**src/rtl/cuc_pkg.sv**
```systemverilog
// Shared constants for the elapsed time generator and its rate synthesizer.
// Assumes one system clock; widths are fixed at the implemented values.
package cuc_pkg;

  // Time field widths in bits.
  localparam int COARSE_W = 32;
  localparam int FINE_W = 24;
  localparam int ET_W = COARSE_W + FINE_W;
  localparam int OCT_W = 8;
  localparam int OCT_COUNT = ET_W / OCT_W;

  // Synthesizer, mapping and interval counter widths.
  localparam int SYNTH_W = 32;
  localparam int MAP_W = 5;
  localparam int TC_W = 6;
  localparam int CNT_W = 32;
  localparam int AVG_SHIFT = 3;

  // Preamble octet counts; the first octet holds at most four coarse and three fine octets.
  localparam int COARSE_OCT = COARSE_W / OCT_W;
  localparam int FINE_OCT = FINE_W / OCT_W;
  localparam int C_FIRST = (COARSE_OCT > 4) ? 4 : COARSE_OCT;
  localparam int C_ADD = COARSE_OCT - C_FIRST;
  localparam int F_FIRST = (FINE_OCT > 3) ? 3 : FINE_OCT;
  localparam int F_ADD = FINE_OCT - F_FIRST;
  localparam int PRE_W = 16;

  // Preamble word, leftmost bit is preamble bit 0.
  localparam logic [PRE_W-1:0] PREAMBLE = {1'b1, 3'b010, 2'(C_FIRST - 1), 2'(F_FIRST),
                                           1'b0, 2'(C_ADD), 3'(F_ADD), 2'b00};

  // Values after reset.
  localparam logic [ET_W-1:0] ET_RESET = '0;
  localparam logic [SYNTH_W-1:0] ACC_RESET = '0;
  localparam logic [TC_W-1:0] TC_RESET = 6'h00;
  localparam logic [CNT_W-1:0] CNT_RESET = 32'h0000_0000;
  localparam logic [CNT_W-1:0] CNT_ONE = 32'h0000_0001;
  localparam logic [PRE_W-1:0] PRE_RESET = 16'h0000;

  // States of the interval filter.
  typedef enum logic [1:0] {
    JIT_IDLE = 2'b00,
    JIT_FIRST = 2'b01,
    JIT_TRACK = 2'b10
  } cuc_jit_state_t;

endpackage

```
**src/rtl/cuc_synth_if.sv**
```systemverilog
// Carries the rate increment to the synthesizer and its tick back.
// Assumes both ends run on the same system clock.
`timescale 1ns/1ns
interface cuc_synth_if;
  import cuc_pkg::*;

  logic [SYNTH_W-1:0] inc;
  logic tick;

  modport rate (input inc, output tick);
  modport timer (output inc, input tick);
endinterface

```
**src/rtl/cuc_elapsed_time_generator.sv**
```systemverilog
// Local time generator: rate synthesizer, elapsed time counter, time-code
// source and interval filter for received time-codes.
// Assumes every input is logic on the same system clock, so none is
// synchronised; a processor or link node drives the setting ports.
//
// Notes on behaviour
// Counter advances only on synthesizer tick.
// Synthesizer adds its increment every cycle.
// Wrap gives one-cycle tick, adds time increment.
// Both increments are programmable.
// Time field is cascaded modulo-256 octet counters.
// Coarse seconds, eight to fifty-six bits.
// Fine fraction, zero to eighty bits.
// Coarse counts plain seconds, no calendar.
// Preamble field reports coarse and fine widths.
// Preamble bit0 one, bits1-3 are 010.
// Bits4-5 coarse octets minus one, 6-7 fine.
// Bit8 zero, additional octets, reserved 14-15.
// Field numbered most significant bit first.
// Master hands time-codes to link interface.
// Only one time master per phase.
// Master writes qualifying code before sending.
// Each target gets its own write.
// Settings and status reach a control port.
// Average received intervals into jitter-free tick.
// Time-code on mapped bits change, lower zero.
// Mapping clamped to fine width; halves interval.
// Counter wraps on overflow, clear until loaded.
`timescale 1ns/1ns
module cuc_elapsed_time_generator (
  // Clock and reset.
  input wire logic clk,
  input wire logic reset,
  // Rate and mapping settings from the control processor.
  input wire logic [cuc_pkg::SYNTH_W-1:0] synth_inc,
  input wire logic [cuc_pkg::ET_W-1:0] et_inc,
  input wire logic [cuc_pkg::MAP_W-1:0] mapping,
  input wire logic master_en,
  // Initial time load.
  input wire logic load_time,
  input wire logic [cuc_pkg::ET_W-1:0] load_value,
  // Time-codes received by the link node.
  input wire logic tc_rx_strobe,
  // Time-codes handed to the link node.
  output logic tc_tx_strobe,
  output logic [cuc_pkg::TC_W-1:0] tc_tx_value,
  // Local time and status.
  output logic [cuc_pkg::ET_W-1:0] elapsed_time,
  output logic [cuc_pkg::PRE_W-1:0] datation_width_field,
  output logic initialized,
  output logic synth_tick,
  output logic [cuc_pkg::MAP_W-1:0] mapping_used,
  // Interval filter results.
  output logic [cuc_pkg::CNT_W-1:0] avg_interval,
  output logic filter_locked,
  output logic corr_tick
);
  import cuc_pkg::*;

  // Mapping limit at the width of the mapping setting.
  localparam logic [MAP_W-1:0] MAP_MAX = MAP_W'(FINE_W);

  // Synthesizer link.
  cuc_synth_if sif ();

  // Elapsed time state.
  logic [ET_W-1:0] et_reg;
  logic [ET_W-1:0] et_next;
  logic init_reg;
  logic init_next;
  wire [ET_W-1:0] et_sum;
  wire [OCT_COUNT:0] carry;
  wire et_step;

  // Preamble holding register.
  logic [PRE_W-1:0] pre_reg;

  // Time-code source state.
  logic [TC_W-1:0] tc_last_reg;
  logic [TC_W-1:0] tc_val_reg;
  logic [TC_W-1:0] tc_val_next;
  logic tc_stb_reg;
  wire [MAP_W-1:0] map_eff;
  wire [MAP_W-1:0] shift;
  wire [ET_W-1:0] et_shifted;
  wire [ET_W-1:0] low_mask;
  wire [TC_W-1:0] tc_cur;
  wire low_zero;
  wire tc_changed;
  wire tc_emit;

  // Interval filter state.
  cuc_jit_state_t jit_reg;
  cuc_jit_state_t jit_next;
  logic [CNT_W-1:0] cnt_reg;
  logic [CNT_W-1:0] cnt_next;
  logic [CNT_W-1:0] avg_reg;
  logic [CNT_W-1:0] avg_next;
  logic [CNT_W-1:0] ph_reg;
  logic [CNT_W-1:0] ph_next;
  logic ctick_reg;
  logic ctick_next;
  wire cnt_full;
  wire signed [CNT_W:0] diff;
  wire signed [CNT_W:0] step;
  wire [CNT_W-1:0] avg_upd;
  wire [CNT_W-1:0] avg_safe;
  wire ph_end;

  // The rate synthesizer lives in its own module so its wrap logic stays
  // apart from the wide time arithmetic.
  cuc_rate_synth u_synth (
    .clk(clk),
    .reset(reset),
    .sif(sif.rate)
  );

  // Software sets the synthesizer step directly.
  assign sif.inc = synth_inc;
  assign et_step = sif.tick && init_reg;

  // Each octet is its own modulo-256 counter; the carry out of one feeds
  // the next. The carry out of the top octet is dropped, so the whole
  // field wraps to zero on overflow.
  assign carry[0] = 1'b0;
  for (genvar g = 0; g < OCT_COUNT; g++) begin : g_oct
    wire [OCT_W:0] oct_sum;
    assign oct_sum = {1'b0, et_reg[g*OCT_W +: OCT_W]} + {1'b0, et_inc[g*OCT_W +: OCT_W]}
                     + {{OCT_W{1'b0}}, carry[g]};
    assign et_sum[g*OCT_W +: OCT_W] = oct_sum[OCT_W-1:0];
    assign carry[g+1] = oct_sum[OCT_W];
  end

  // Next time value: a load wins over a step, and the counter holds
  // otherwise. Coarse time is a plain binary second count.
  always_comb begin
    et_next = et_reg;
    init_next = init_reg;
    if (load_time) begin
      et_next = load_value;
      init_next = 1'b1;
    end else if (et_step) begin
      et_next = et_sum;
    end
  end

  // Counter clears on reset and stays cleared until a time is loaded.
  always_ff @(posedge clk) begin
    if (reset) begin
      et_reg <= ET_RESET;
      init_reg <= 1'b0;
    end else begin
      et_reg <= et_next;
      init_reg <= init_next;
    end
  end

  // The width field is constant, but it is held in a register so the
  // output reads zero during reset like the other register-fed data outputs.
  always_ff @(posedge clk) begin
    if (reset) begin
      pre_reg <= PRE_RESET;
    end else begin
      pre_reg <= PREAMBLE;
    end
  end

  // A mapping beyond the fine width would select bits that do not exist,
  // so it is held at the fine width.
  assign map_eff = (mapping > MAP_MAX) ? MAP_MAX : mapping;

  // Bit 0 of the field is the most significant counter bit, so the six
  // mapped positions end at the last coarse bit plus the mapping. Counting
  // from the least significant end that is a right shift by the fine
  // width less the mapping.
  assign shift = MAP_MAX - map_eff;
  assign et_shifted = et_reg >> shift;
  assign tc_cur = et_shifted[TC_W-1:0];

  // Every bit of lower weight than the mapped ones must be zero.
  assign low_mask = ~({ET_W{1'b1}} << shift);
  assign low_zero = (et_reg & low_mask) == ET_RESET;

  // A change of the mapped bits with the lower bits zero is a boundary.
  // A change of mapping itself can also produce one such code; software
  // should change the mapping only while the master is disabled.
  assign tc_changed = tc_cur != tc_last_reg;
  assign tc_emit = master_en && init_reg && low_zero && tc_changed;
  assign tc_val_next = tc_emit ? tc_cur : tc_val_reg;

  // The last mapped value follows the counter every cycle, so a counter
  // that holds between synthesizer ticks never repeats a code.
  always_ff @(posedge clk) begin
    if (reset) begin
      tc_last_reg <= TC_RESET;
      tc_val_reg <= TC_RESET;
      tc_stb_reg <= 1'b0;
    end else begin
      tc_last_reg <= tc_cur;
      tc_val_reg <= tc_val_next;
      tc_stb_reg <= tc_emit;
    end
  end

  // The interval counter saturates, so a lost link gives a long interval
  // instead of a short wrapped one.
  assign cnt_full = cnt_reg == {CNT_W{1'b1}};

  // Running average moves an eighth of the error per interval; a slower
  // filter rejects more jitter but follows drift more slowly.
  assign diff = $signed({1'b0, cnt_reg}) - $signed({1'b0, avg_reg});
  assign step = diff >>> AVG_SHIFT;
  assign avg_upd = avg_reg + step[CNT_W-1:0];

  // A zero period would stall the local tick, so one is the floor.
  assign avg_safe = (avg_reg == CNT_RESET) ? CNT_ONE : avg_reg;

  // The local tick ends a period when the phase counter reaches one.
  assign ph_end = ph_reg <= CNT_ONE;

  // Interval filter: the first strobe starts timing, the second sets the
  // average, and later ones refine it.
  always_comb begin
    jit_next = jit_reg;
    avg_next = avg_reg;
    cnt_next = cnt_full ? cnt_reg : cnt_reg + CNT_ONE;
    case (jit_reg)
      JIT_IDLE: begin
        cnt_next = CNT_RESET;
        if (tc_rx_strobe) begin
          cnt_next = CNT_ONE;
          jit_next = JIT_FIRST;
        end
      end
      JIT_FIRST: begin
        if (tc_rx_strobe) begin
          avg_next = cnt_reg;
          cnt_next = CNT_ONE;
          jit_next = JIT_TRACK;
        end
      end
      JIT_TRACK: begin
        if (tc_rx_strobe) begin
          avg_next = avg_upd;
          cnt_next = CNT_ONE;
        end
      end
      default: begin
        jit_next = JIT_IDLE;
        cnt_next = CNT_RESET;
      end
    endcase
  end

  // Local corrected tick: a free running divider by the averaged period.
  // It is never realigned to a received strobe, which is what keeps the
  // link jitter out of it; its period follows the integer average, which
  // moves by an eighth of the error at each received strobe.
  always_comb begin
    ph_next = ph_reg;
    ctick_next = 1'b0;
    if (jit_reg == JIT_FIRST && tc_rx_strobe) begin
      ph_next = cnt_reg;
    end else if (jit_reg == JIT_TRACK) begin
      if (ph_end) begin
        ph_next = avg_safe;
        ctick_next = 1'b1;
      end else begin
        ph_next = ph_reg - CNT_ONE;
      end
    end
  end

  // Filter registers.
  always_ff @(posedge clk) begin
    if (reset) begin
      jit_reg <= JIT_IDLE;
      cnt_reg <= CNT_RESET;
      avg_reg <= CNT_RESET;
    end else begin
      jit_reg <= jit_next;
      cnt_reg <= cnt_next;
      avg_reg <= avg_next;
    end
  end

  // Local tick registers.
  always_ff @(posedge clk) begin
    if (reset) begin
      ph_reg <= CNT_RESET;
      ctick_reg <= 1'b0;
    end else begin
      ph_reg <= ph_next;
      ctick_reg <= ctick_next;
    end
  end

  // Outputs; all data except mapping_used and filter_locked comes straight from registers.
  assign elapsed_time = et_reg;
  assign datation_width_field = pre_reg;
  assign initialized = init_reg;
  assign synth_tick = sif.tick;
  assign mapping_used = map_eff;
  assign tc_tx_strobe = tc_stb_reg;
  assign tc_tx_value = tc_val_reg;
  assign avg_interval = avg_reg;
  assign filter_locked = jit_reg == JIT_TRACK;
  assign corr_tick = ctick_reg;

endmodule

```
**src/rtl/cuc_rate_synth.sv**
```systemverilog
// Phase accumulating rate synthesizer that ticks on every wrap.
// Assumes the increment is stable logic on the same clock.
`timescale 1ns/1ns
module cuc_rate_synth (
  // Clock and reset.
  input wire logic clk,
  input wire logic reset,
  // Increment in, tick out.
  cuc_synth_if.rate sif
);
  import cuc_pkg::*;

  logic [SYNTH_W-1:0] acc_reg;
  logic [SYNTH_W-1:0] acc_next;
  logic tick_reg;
  logic tick_next;
  wire [SYNTH_W:0] acc_sum;

  // The carry out of the sum is the wrap of the accumulator.
  assign acc_sum = {1'b0, acc_reg} + {1'b0, sif.inc};
  assign acc_next = acc_sum[SYNTH_W-1:0];
  assign tick_next = acc_sum[SYNTH_W];
  assign sif.tick = tick_reg;

  // Accumulator steps every cycle; the tick stands one cycle.
  always_ff @(posedge clk) begin
    if (reset) begin
      acc_reg <= ACC_RESET;
      tick_reg <= 1'b0;
    end else begin
      acc_reg <= acc_next;
      tick_reg <= tick_next;
    end
  end
endmodule

```
**config.mk**
```make
export PLATFORM = sky130hd
export DESIGN_NAME = cuc_elapsed_time_generator
export DESIGN_NICKNAME = d
export VERILOG_FILES = /design/src/rtl/cuc_pkg.sv /design/src/rtl/cuc_synth_if.sv /design/src/rtl/cuc_elapsed_time_generator.sv /design/src/rtl/cuc_rate_synth.sv
export SDC_FILE = /design/constraint.sdc
export NUM_CORES = 1
export LEC_CHECK = 0
export BUFFER_PORTS_ARGS = -buffer_cell sky130_fd_sc_hd__buf_2
export CAP_MARGIN = 30
export CORE_MARGIN = 2
export CORE_UTILIZATION = 64
export CTS_BUF_LIST = sky130_fd_sc_hd__clkbuf_8
export CTS_CLUSTER_SIZE = 20
export DETAILED_ROUTE_END_ITERATION = 8
export GPL_TIMING_DRIVEN = 0
export HOLD_SLACK_MARGIN = 0.12
export PLACE_DENSITY = 0.95
export SLEW_MARGIN = 10
export SYNTH_ARGS = -nofsm -noshare
export SYNTH_HDL_FRONTEND = slang
export SYNTH_SLANG_ARGS = --single-unit
```
**constraint.sdc**
```tcl
create_clock -name clk -period 25 [get_ports clk]
set_clock_uncertainty 0.15 [all_clocks]
set_input_delay 5 -clock clk [delete_from_list [all_inputs] [get_ports clk]]
set_output_delay 5 -clock clk [all_outputs]
set_load 0.1 [all_outputs]
```
==> results of run 1 <==
-- cell usage in the layout, fill, tap and decap left out, types with 20 or more instances in the layout --
cell type	n
clkbuf_1	73
a21o_1	51
nand2_1	215
nor3_1	50
nor2_1	269
nand3_1	39
a31oi_1	27
buf_1	20
inv_1	97
o21ai_0	135
nand2b_1	32
mux2i_1	24
xor2_1	61
buf_4	20
a21oi_1	255
a211oi_1	42
buf_2	268
ha_1	155
or3_1	25
o21bai_1	26
clkbuf_8	48
xnor2_1	83
dfxtp_1	203
nor2b_1	35
-- worst max path at each step --
stage	startpoint	endpoint	slack (ns)	cells past startpoint
after CTS	et_inc[0]	elapsed_time[55]	7.17	65
after global placement	et_inc[0]	elapsed_time[55]	7.29	65
after global routing	et_inc[0]	elapsed_time[55]	6.13	65
after detailed placement	et_inc[0]	elapsed_time[55]	6.76	65
final	et_inc[0]	elapsed_time[55]	6.89	65
after floorplan	et_inc[0]	elapsed_time[55]	8.50	64
-- area by class of cell --
class | count | area (um^2)
Sequential cell | 203 | 4060
Clock inverter | 14 | 123
Antenna cell | 5 | 12.5
Fill cell | 2039 | 6880
Tap cell | 341 | 427
Inverter | 91 | 347
Buffer | 123 | 572
Multi-Input combinational cell | 1828 | 12300
Clock buffer | 48 | 661
Timing Repair Buffer | 262 | 1310
-- power breakdown --
part           leakage [uW]  internal (uW)  switching, uW
registers           0.00166            369           49.6
logic               0.00674            332            588
clock network      0.000425            193            152
total               0.00883            894            789
-- routing by layer --
| metal | wire length (um) | track usage [%] | up-vias |
|---|---|---|---|
| li1 | - | - | 8689 |
| met1 | 24300 | 55.6 | 8997 |
| met2 | 28600 | 71.3 | 1493 |
| met3 | 9400 | 13.2 | 358 |
| met4 | 4210 | 25.4 | 0 |
| met5 | 0 | 0 | - |
-- metrics by stage --
step	cell area [um^2]	hold slack [ns]	worst slack, ns
2_1_floorplan	17300	0.273	8.50
3_3_place_gp	19000	0.279	7.29
3_5_place_dp	19000	0.312	6.76
4_1_cts	19800	0.307	7.17
5_1_grt	19800	0.329	6.13
6_report	19800	0.305	6.89
-- worst reg2reg max path: cells and delay by family (launching register included) --
family                     cells  cell delay [ns]
AOI/OAI and AO/OA             37             6.66
xor gates and xnor gates       1             0.17
adders and majority gates     13             5.20
DFF                            1             0.42
and+or+nand+nor               13             1.36
-- cells by family (layout without fill, tap and decap cells) --
kind of cell | after synthesis | after routing | synth area share (%)
other cells | 1 | 15 | 0.0217
mux | 61 | 61 | 6.02
xor+xnor | 144 | 144 | 7.30
fa+ha+maj | 170 | 170 | 13.0
compound gates | 668 | 668 | 24.0
simple gates | 775 | 775 | 20.9
flops | 203 | 203 | 23.5
buf+inv | 214 | 538 | 5.31
==> out/qor.txt, run 1 <==
share of the synthesized area in the top cell type: 23.5%
outcome: completed
cts hold-fix bufs: 0
Reg-to-Reg Start: elapsed_time[0]
Inst Count DP: 2847
Max rail drop VDD: 0.0000761 V
CP delay by family, top: compound AO/OA/AOI/OAI gates
Final Slew Violations: 0
die area: 28300 um^2
Layout area overhead: 14.9%
number of remaining DRC errors: 0
Max stage delay on crit path: 0.45 ns
area leader, netlist: dfxtp_1
leading post-synthesis cells by cell area: dfxtp_1 (24%), ha_1 (11%), a21oi_1 (7.4%)
slew margin rel.: 34.1%
share of the yosys chip area belonging to registers: 23.5%
routed wire length: 66500 um
root buffer cell: clkbuf_8
min-delay src: tc_last_reg[0]
FMAX: 55.2 MHz
Slew @ Worst Pin: 0.988 ns
Synth warnings: 0
min Tclk post-route: 18.11 ns
CP required: 25.30 ns
total number of vias: 19500
Worst setup SP type: input port
most frequent cell after synthesis: nor2_1
layout cells sized above 1: 15.4%
Initial DRC Count: 2432
final setup fails: 0
first-pass GRT wire length: 101000 um
reg2reg setup slack: 10.98 ns
Reg-to-Reg End: elapsed_time[55]
largest net degree at the start of global routing: 12
setup tns final: 0 ns
fin nets: 2870
Reg2Reg Depth: 64
max reg flops: 56
CTS tree: done
CP arrival: 18.42 ns
RD Place Congestion: 1.04
IO buf count: 261
via/cell ratio: 6.70
I/O Pins: 274
RSZ-0062 raised after global routing: no
Skew-Pair Late Insertion Delay: 0.56 ns
antenna viol nets, final: 0
max-cap violations: 0
initial cell density of the core: 64.7%
number of global-route vias before repair: 19100
fin crit share: 72.4%
H-tree depth: 2
CTS buffer count: 37
Setup crit end kind: flop
Avg WL per Cell: 22.8 um
FFs w/ async S/R, synth: 0%
hold path depth: 1
post-CTS setup buffer count: 0
crit-path max FO: 2
gr usage total: 45.3%
Worst Hold End: tc_tx_value[0]
row cnt: 60
dpl hpwl: 49400 um
DR pass1 iterations: 7
Fin. Hold Viols: 0
Worst Hold Class: reg2reg
Power, Total: 1680 uW
Max clock buf depth: 3
clk slew on worst S/H paths: 0.06 ns
die height: 168 um
Sink Count: 203
die width: 168 um
post-layout util: 74.3%
WS Path Type: in2reg
slowest CP cell: fa_1
leakage: 0.00883 uW
Crit path buffers/inverters: 1
Netlist cell types: 85
core area: 26700 um^2
initial antenna violation count: 10
post-CTS sizing: 0
grt total ovfl: 0
Post-Synthesis Cells: 2236
commonest cells in the netlist: nor2_1 (269), a21oi_1 (255), nand2_1 (215), dfxtp_1 (203), ha_1 (155)
EDFF count, synth: 0
Synth Cell Area: 17300 um^2
mean post-synth cell area: 7.73 um^2
most numerous cell on the critical path: a21oi_1
final std cells w/o fill: 2915
Power Dens Cells: 84.8 nW/um^2
top_reg_cell synth: dfxtp_1
Yosys reg bits: 203
Power figures use the tool's default switching activity.
==> inputs of run 2 (changes only) <==
--- a/config.mk
+++ b/config.mk
@@ -8,13 +8,13 @@
 export BUFFER_PORTS_ARGS = -buffer_cell sky130_fd_sc_hd__buf_2
 export CAP_MARGIN = 30
 export CORE_MARGIN = 2
-export CORE_UTILIZATION = 64
+export CORE_UTILIZATION = 54
 export CTS_BUF_LIST = sky130_fd_sc_hd__clkbuf_8
 export CTS_CLUSTER_SIZE = 20
 export DETAILED_ROUTE_END_ITERATION = 8
 export GPL_TIMING_DRIVEN = 0
 export HOLD_SLACK_MARGIN = 0.12
-export PLACE_DENSITY = 0.95
+export PLACE_DENSITY = 0.87
 export SLEW_MARGIN = 10
 export SYNTH_ARGS = -nofsm -noshare
 export SYNTH_HDL_FRONTEND = slang
==> constraint.sdc (replaced) <==
create_clock -name clk -period 15.2 [get_ports clk]
set_clock_uncertainty 0.15 [all_clocks]
set_input_delay 3.04 -clock clk [delete_from_list [all_inputs] [get_ports clk]]
set_output_delay 3.04 -clock clk [all_outputs]
set_load 0.1 [all_outputs]
==> run 2 against run 1 <==
Net effect: worst hold slack improved by 0.013 ns; critical path type unchanged; worst setup slack got worse by 6.2 ns; sequential share of layout area fell by 0.18 points; count of clock-buffer cells in the layout rose by 2.
==> out/qor.txt, run 2 (synthesis results as in run 1) <==
core area: 31600 um^2
min Tclk post-route: 14.51 ns
die height: 183 um
I/O Pins: 274
CP arrival: 14.80 ns
H-tree depth: 2
commonest cells after routing, fill and taps aside: nor2_1 (268), buf_2 (268), a21oi_1 (245)
Max clock buf depth: 3
initial cell density of the core: 54.8%
cts hold-fix bufs: 0
Slew @ Worst Pin: 0.984 ns
max reg flops: 56
root buffer cell: clkbuf_8
number of remaining DRC errors: 0
DR pass1 iterations: 6
FMAX: 68.9 MHz
number of global-route vias before repair: 18300
die width: 183 um
clk slew on worst S/H paths: 0.06 ns
Fillers: 2724
Fin. Hold Viols: 0
final setup fails: 0
RD Place Congestion: 1.00
CP required: 15.49 ns
grt total ovfl: 0
max-cap violations: 0
Sink Count: 203
Max stage delay on crit path: 0.42 ns
Worst Hold Class: reg2reg
Worst setup SP type: input port
dpl hpwl: 49000 um
fin nets: 2873
crit-path max FO: 2
Max rail drop VDD: 0.0000736 V
slowest CP cell: fa_1
gr usage total: 37.4%
CTS buffer count: 39
setup slack at placement: -0.921 ns
leakage: 0.00888 uW
Final Slew Violations: 0
post-CTS setup buffer count: 0
Layout area overhead: 15.9%
via/cell ratio: 6.42
die area: 33400 um^2
outcome: completed
slew margin rel.: 34.4%
IO buf count: 261
Worst Hold Slack: 0.318 ns
Avg WL per Cell: 21.7 um
Power, Total: 2750 uW
total number of vias: 19100
post-route worst setup slack: 0.686 ns
Setup crit end kind: flop
first-pass GRT wire length: 98800 um
Initial DRC Count: 2195
antenna viol nets, final: 0
CTS tree: done
largest net degree at the start of global routing: 12
WS Path Type: in2reg
routed wire length: 64800 um
initial antenna violation count: 8
layout cells sized above 1: 16.3%
fin crit share: 95.5%
Power Dens Cells: 137 nW/um^2
Skew-Pair Late Insertion Delay: 0.54 ns
reg2reg setup slack: 2.82 ns
row cnt: 65
-- run 2: changes by cell type in the layout (fill, tap and decap cells not counted), sizes merged --
cell,before,now
bufinv,2,1
clkinv,0,6
buf,311,312
inv,101,103
clkinvlp,2,0
clkbuf,122,124
diode,5,4
-- run 2: worst paths after layout --
check | from | to | cells past startpoint
worst max-delay path | et_inc[0] | elapsed_time[55] | 65
worst min-delay path | tc_last_reg[0] | tc_tx_value[0] | 1
worst max register to register | elapsed_time[0] | elapsed_time[55] | 64
worst min register to register | tc_last_reg[0] | tc_tx_value[0] | 1
-- run 2: layer usage --
| metal | global-route usage [%] | part of all wire (%) |
|---|---|---|
| met5 | 0 | 0.069 |
| met4 | 19.3 | 5.2 |
| met3 | 9.59 | 12 |
| met2 | 59.7 | 44 |
| met1 | 46.6 | 38 |
-- run 2: what timing repair did --
item / in CTS / in global routing
hold endpoints to repair: 0 / 0
resized for setup: 8 / 20
gates cloned: 0 / 0
pin swaps: 0 / 3
setup endpoints to repair: 3 / 8
-- run 2: report_power, final --
part | total, uW | internal, uW | switching (uW)
clock network | 560 | 311 | 249
registers | 686 | 607 | 78.7
logic | 1500 | 548 | 955
-- run 2: area by class of cell --
| cell class | count | area [um^2] | area share, % |
|---|---|---|---|
| repair buffers | 263 | 1330 | 6.63 |
| well taps | 402 | 503 | 2.51 |
| plain buffers | 123 | 572 | 2.86 |
| multi-input cells | 1828 | 12400 | 62.0 |
| clock buffers | 50 | 688 | 3.44 |
| diodes | 4 | 10.0 | 0.0500 |
| flip-flops and latches | 203 | 4060 | 20.3 |
| inverters | 91 | 347 | 1.73 |
| clock inverters | 19 | 105 | 0.525 |
-- run 2: worst max-delay path: cells and delay by family --
family / cells / cell delay (ns)
AOI/OAI and AO/OA: 37 / 5.56
xor gates and xnor gates: 1 / 0.15
adders and majority gates: 13 / 4.67
buffers and inverters: 1 / 0.10
and+or+nand+nor: 13 / 1.25
-- run 2: stage by stage --
step	instances	area, um^2	TNS [ns]	util, %
2_1_floorplan	2245	17300	0	-
3_3_place_gp	2908	19100	-1.15	60.6
3_5_place_dp	2909	19100	-3.24	60.6
4_1_cts	2978	20000	0	63.2
5_1_grt	2982	20000	-0.00776	63.4
6_report	2983	20000	0	63.4
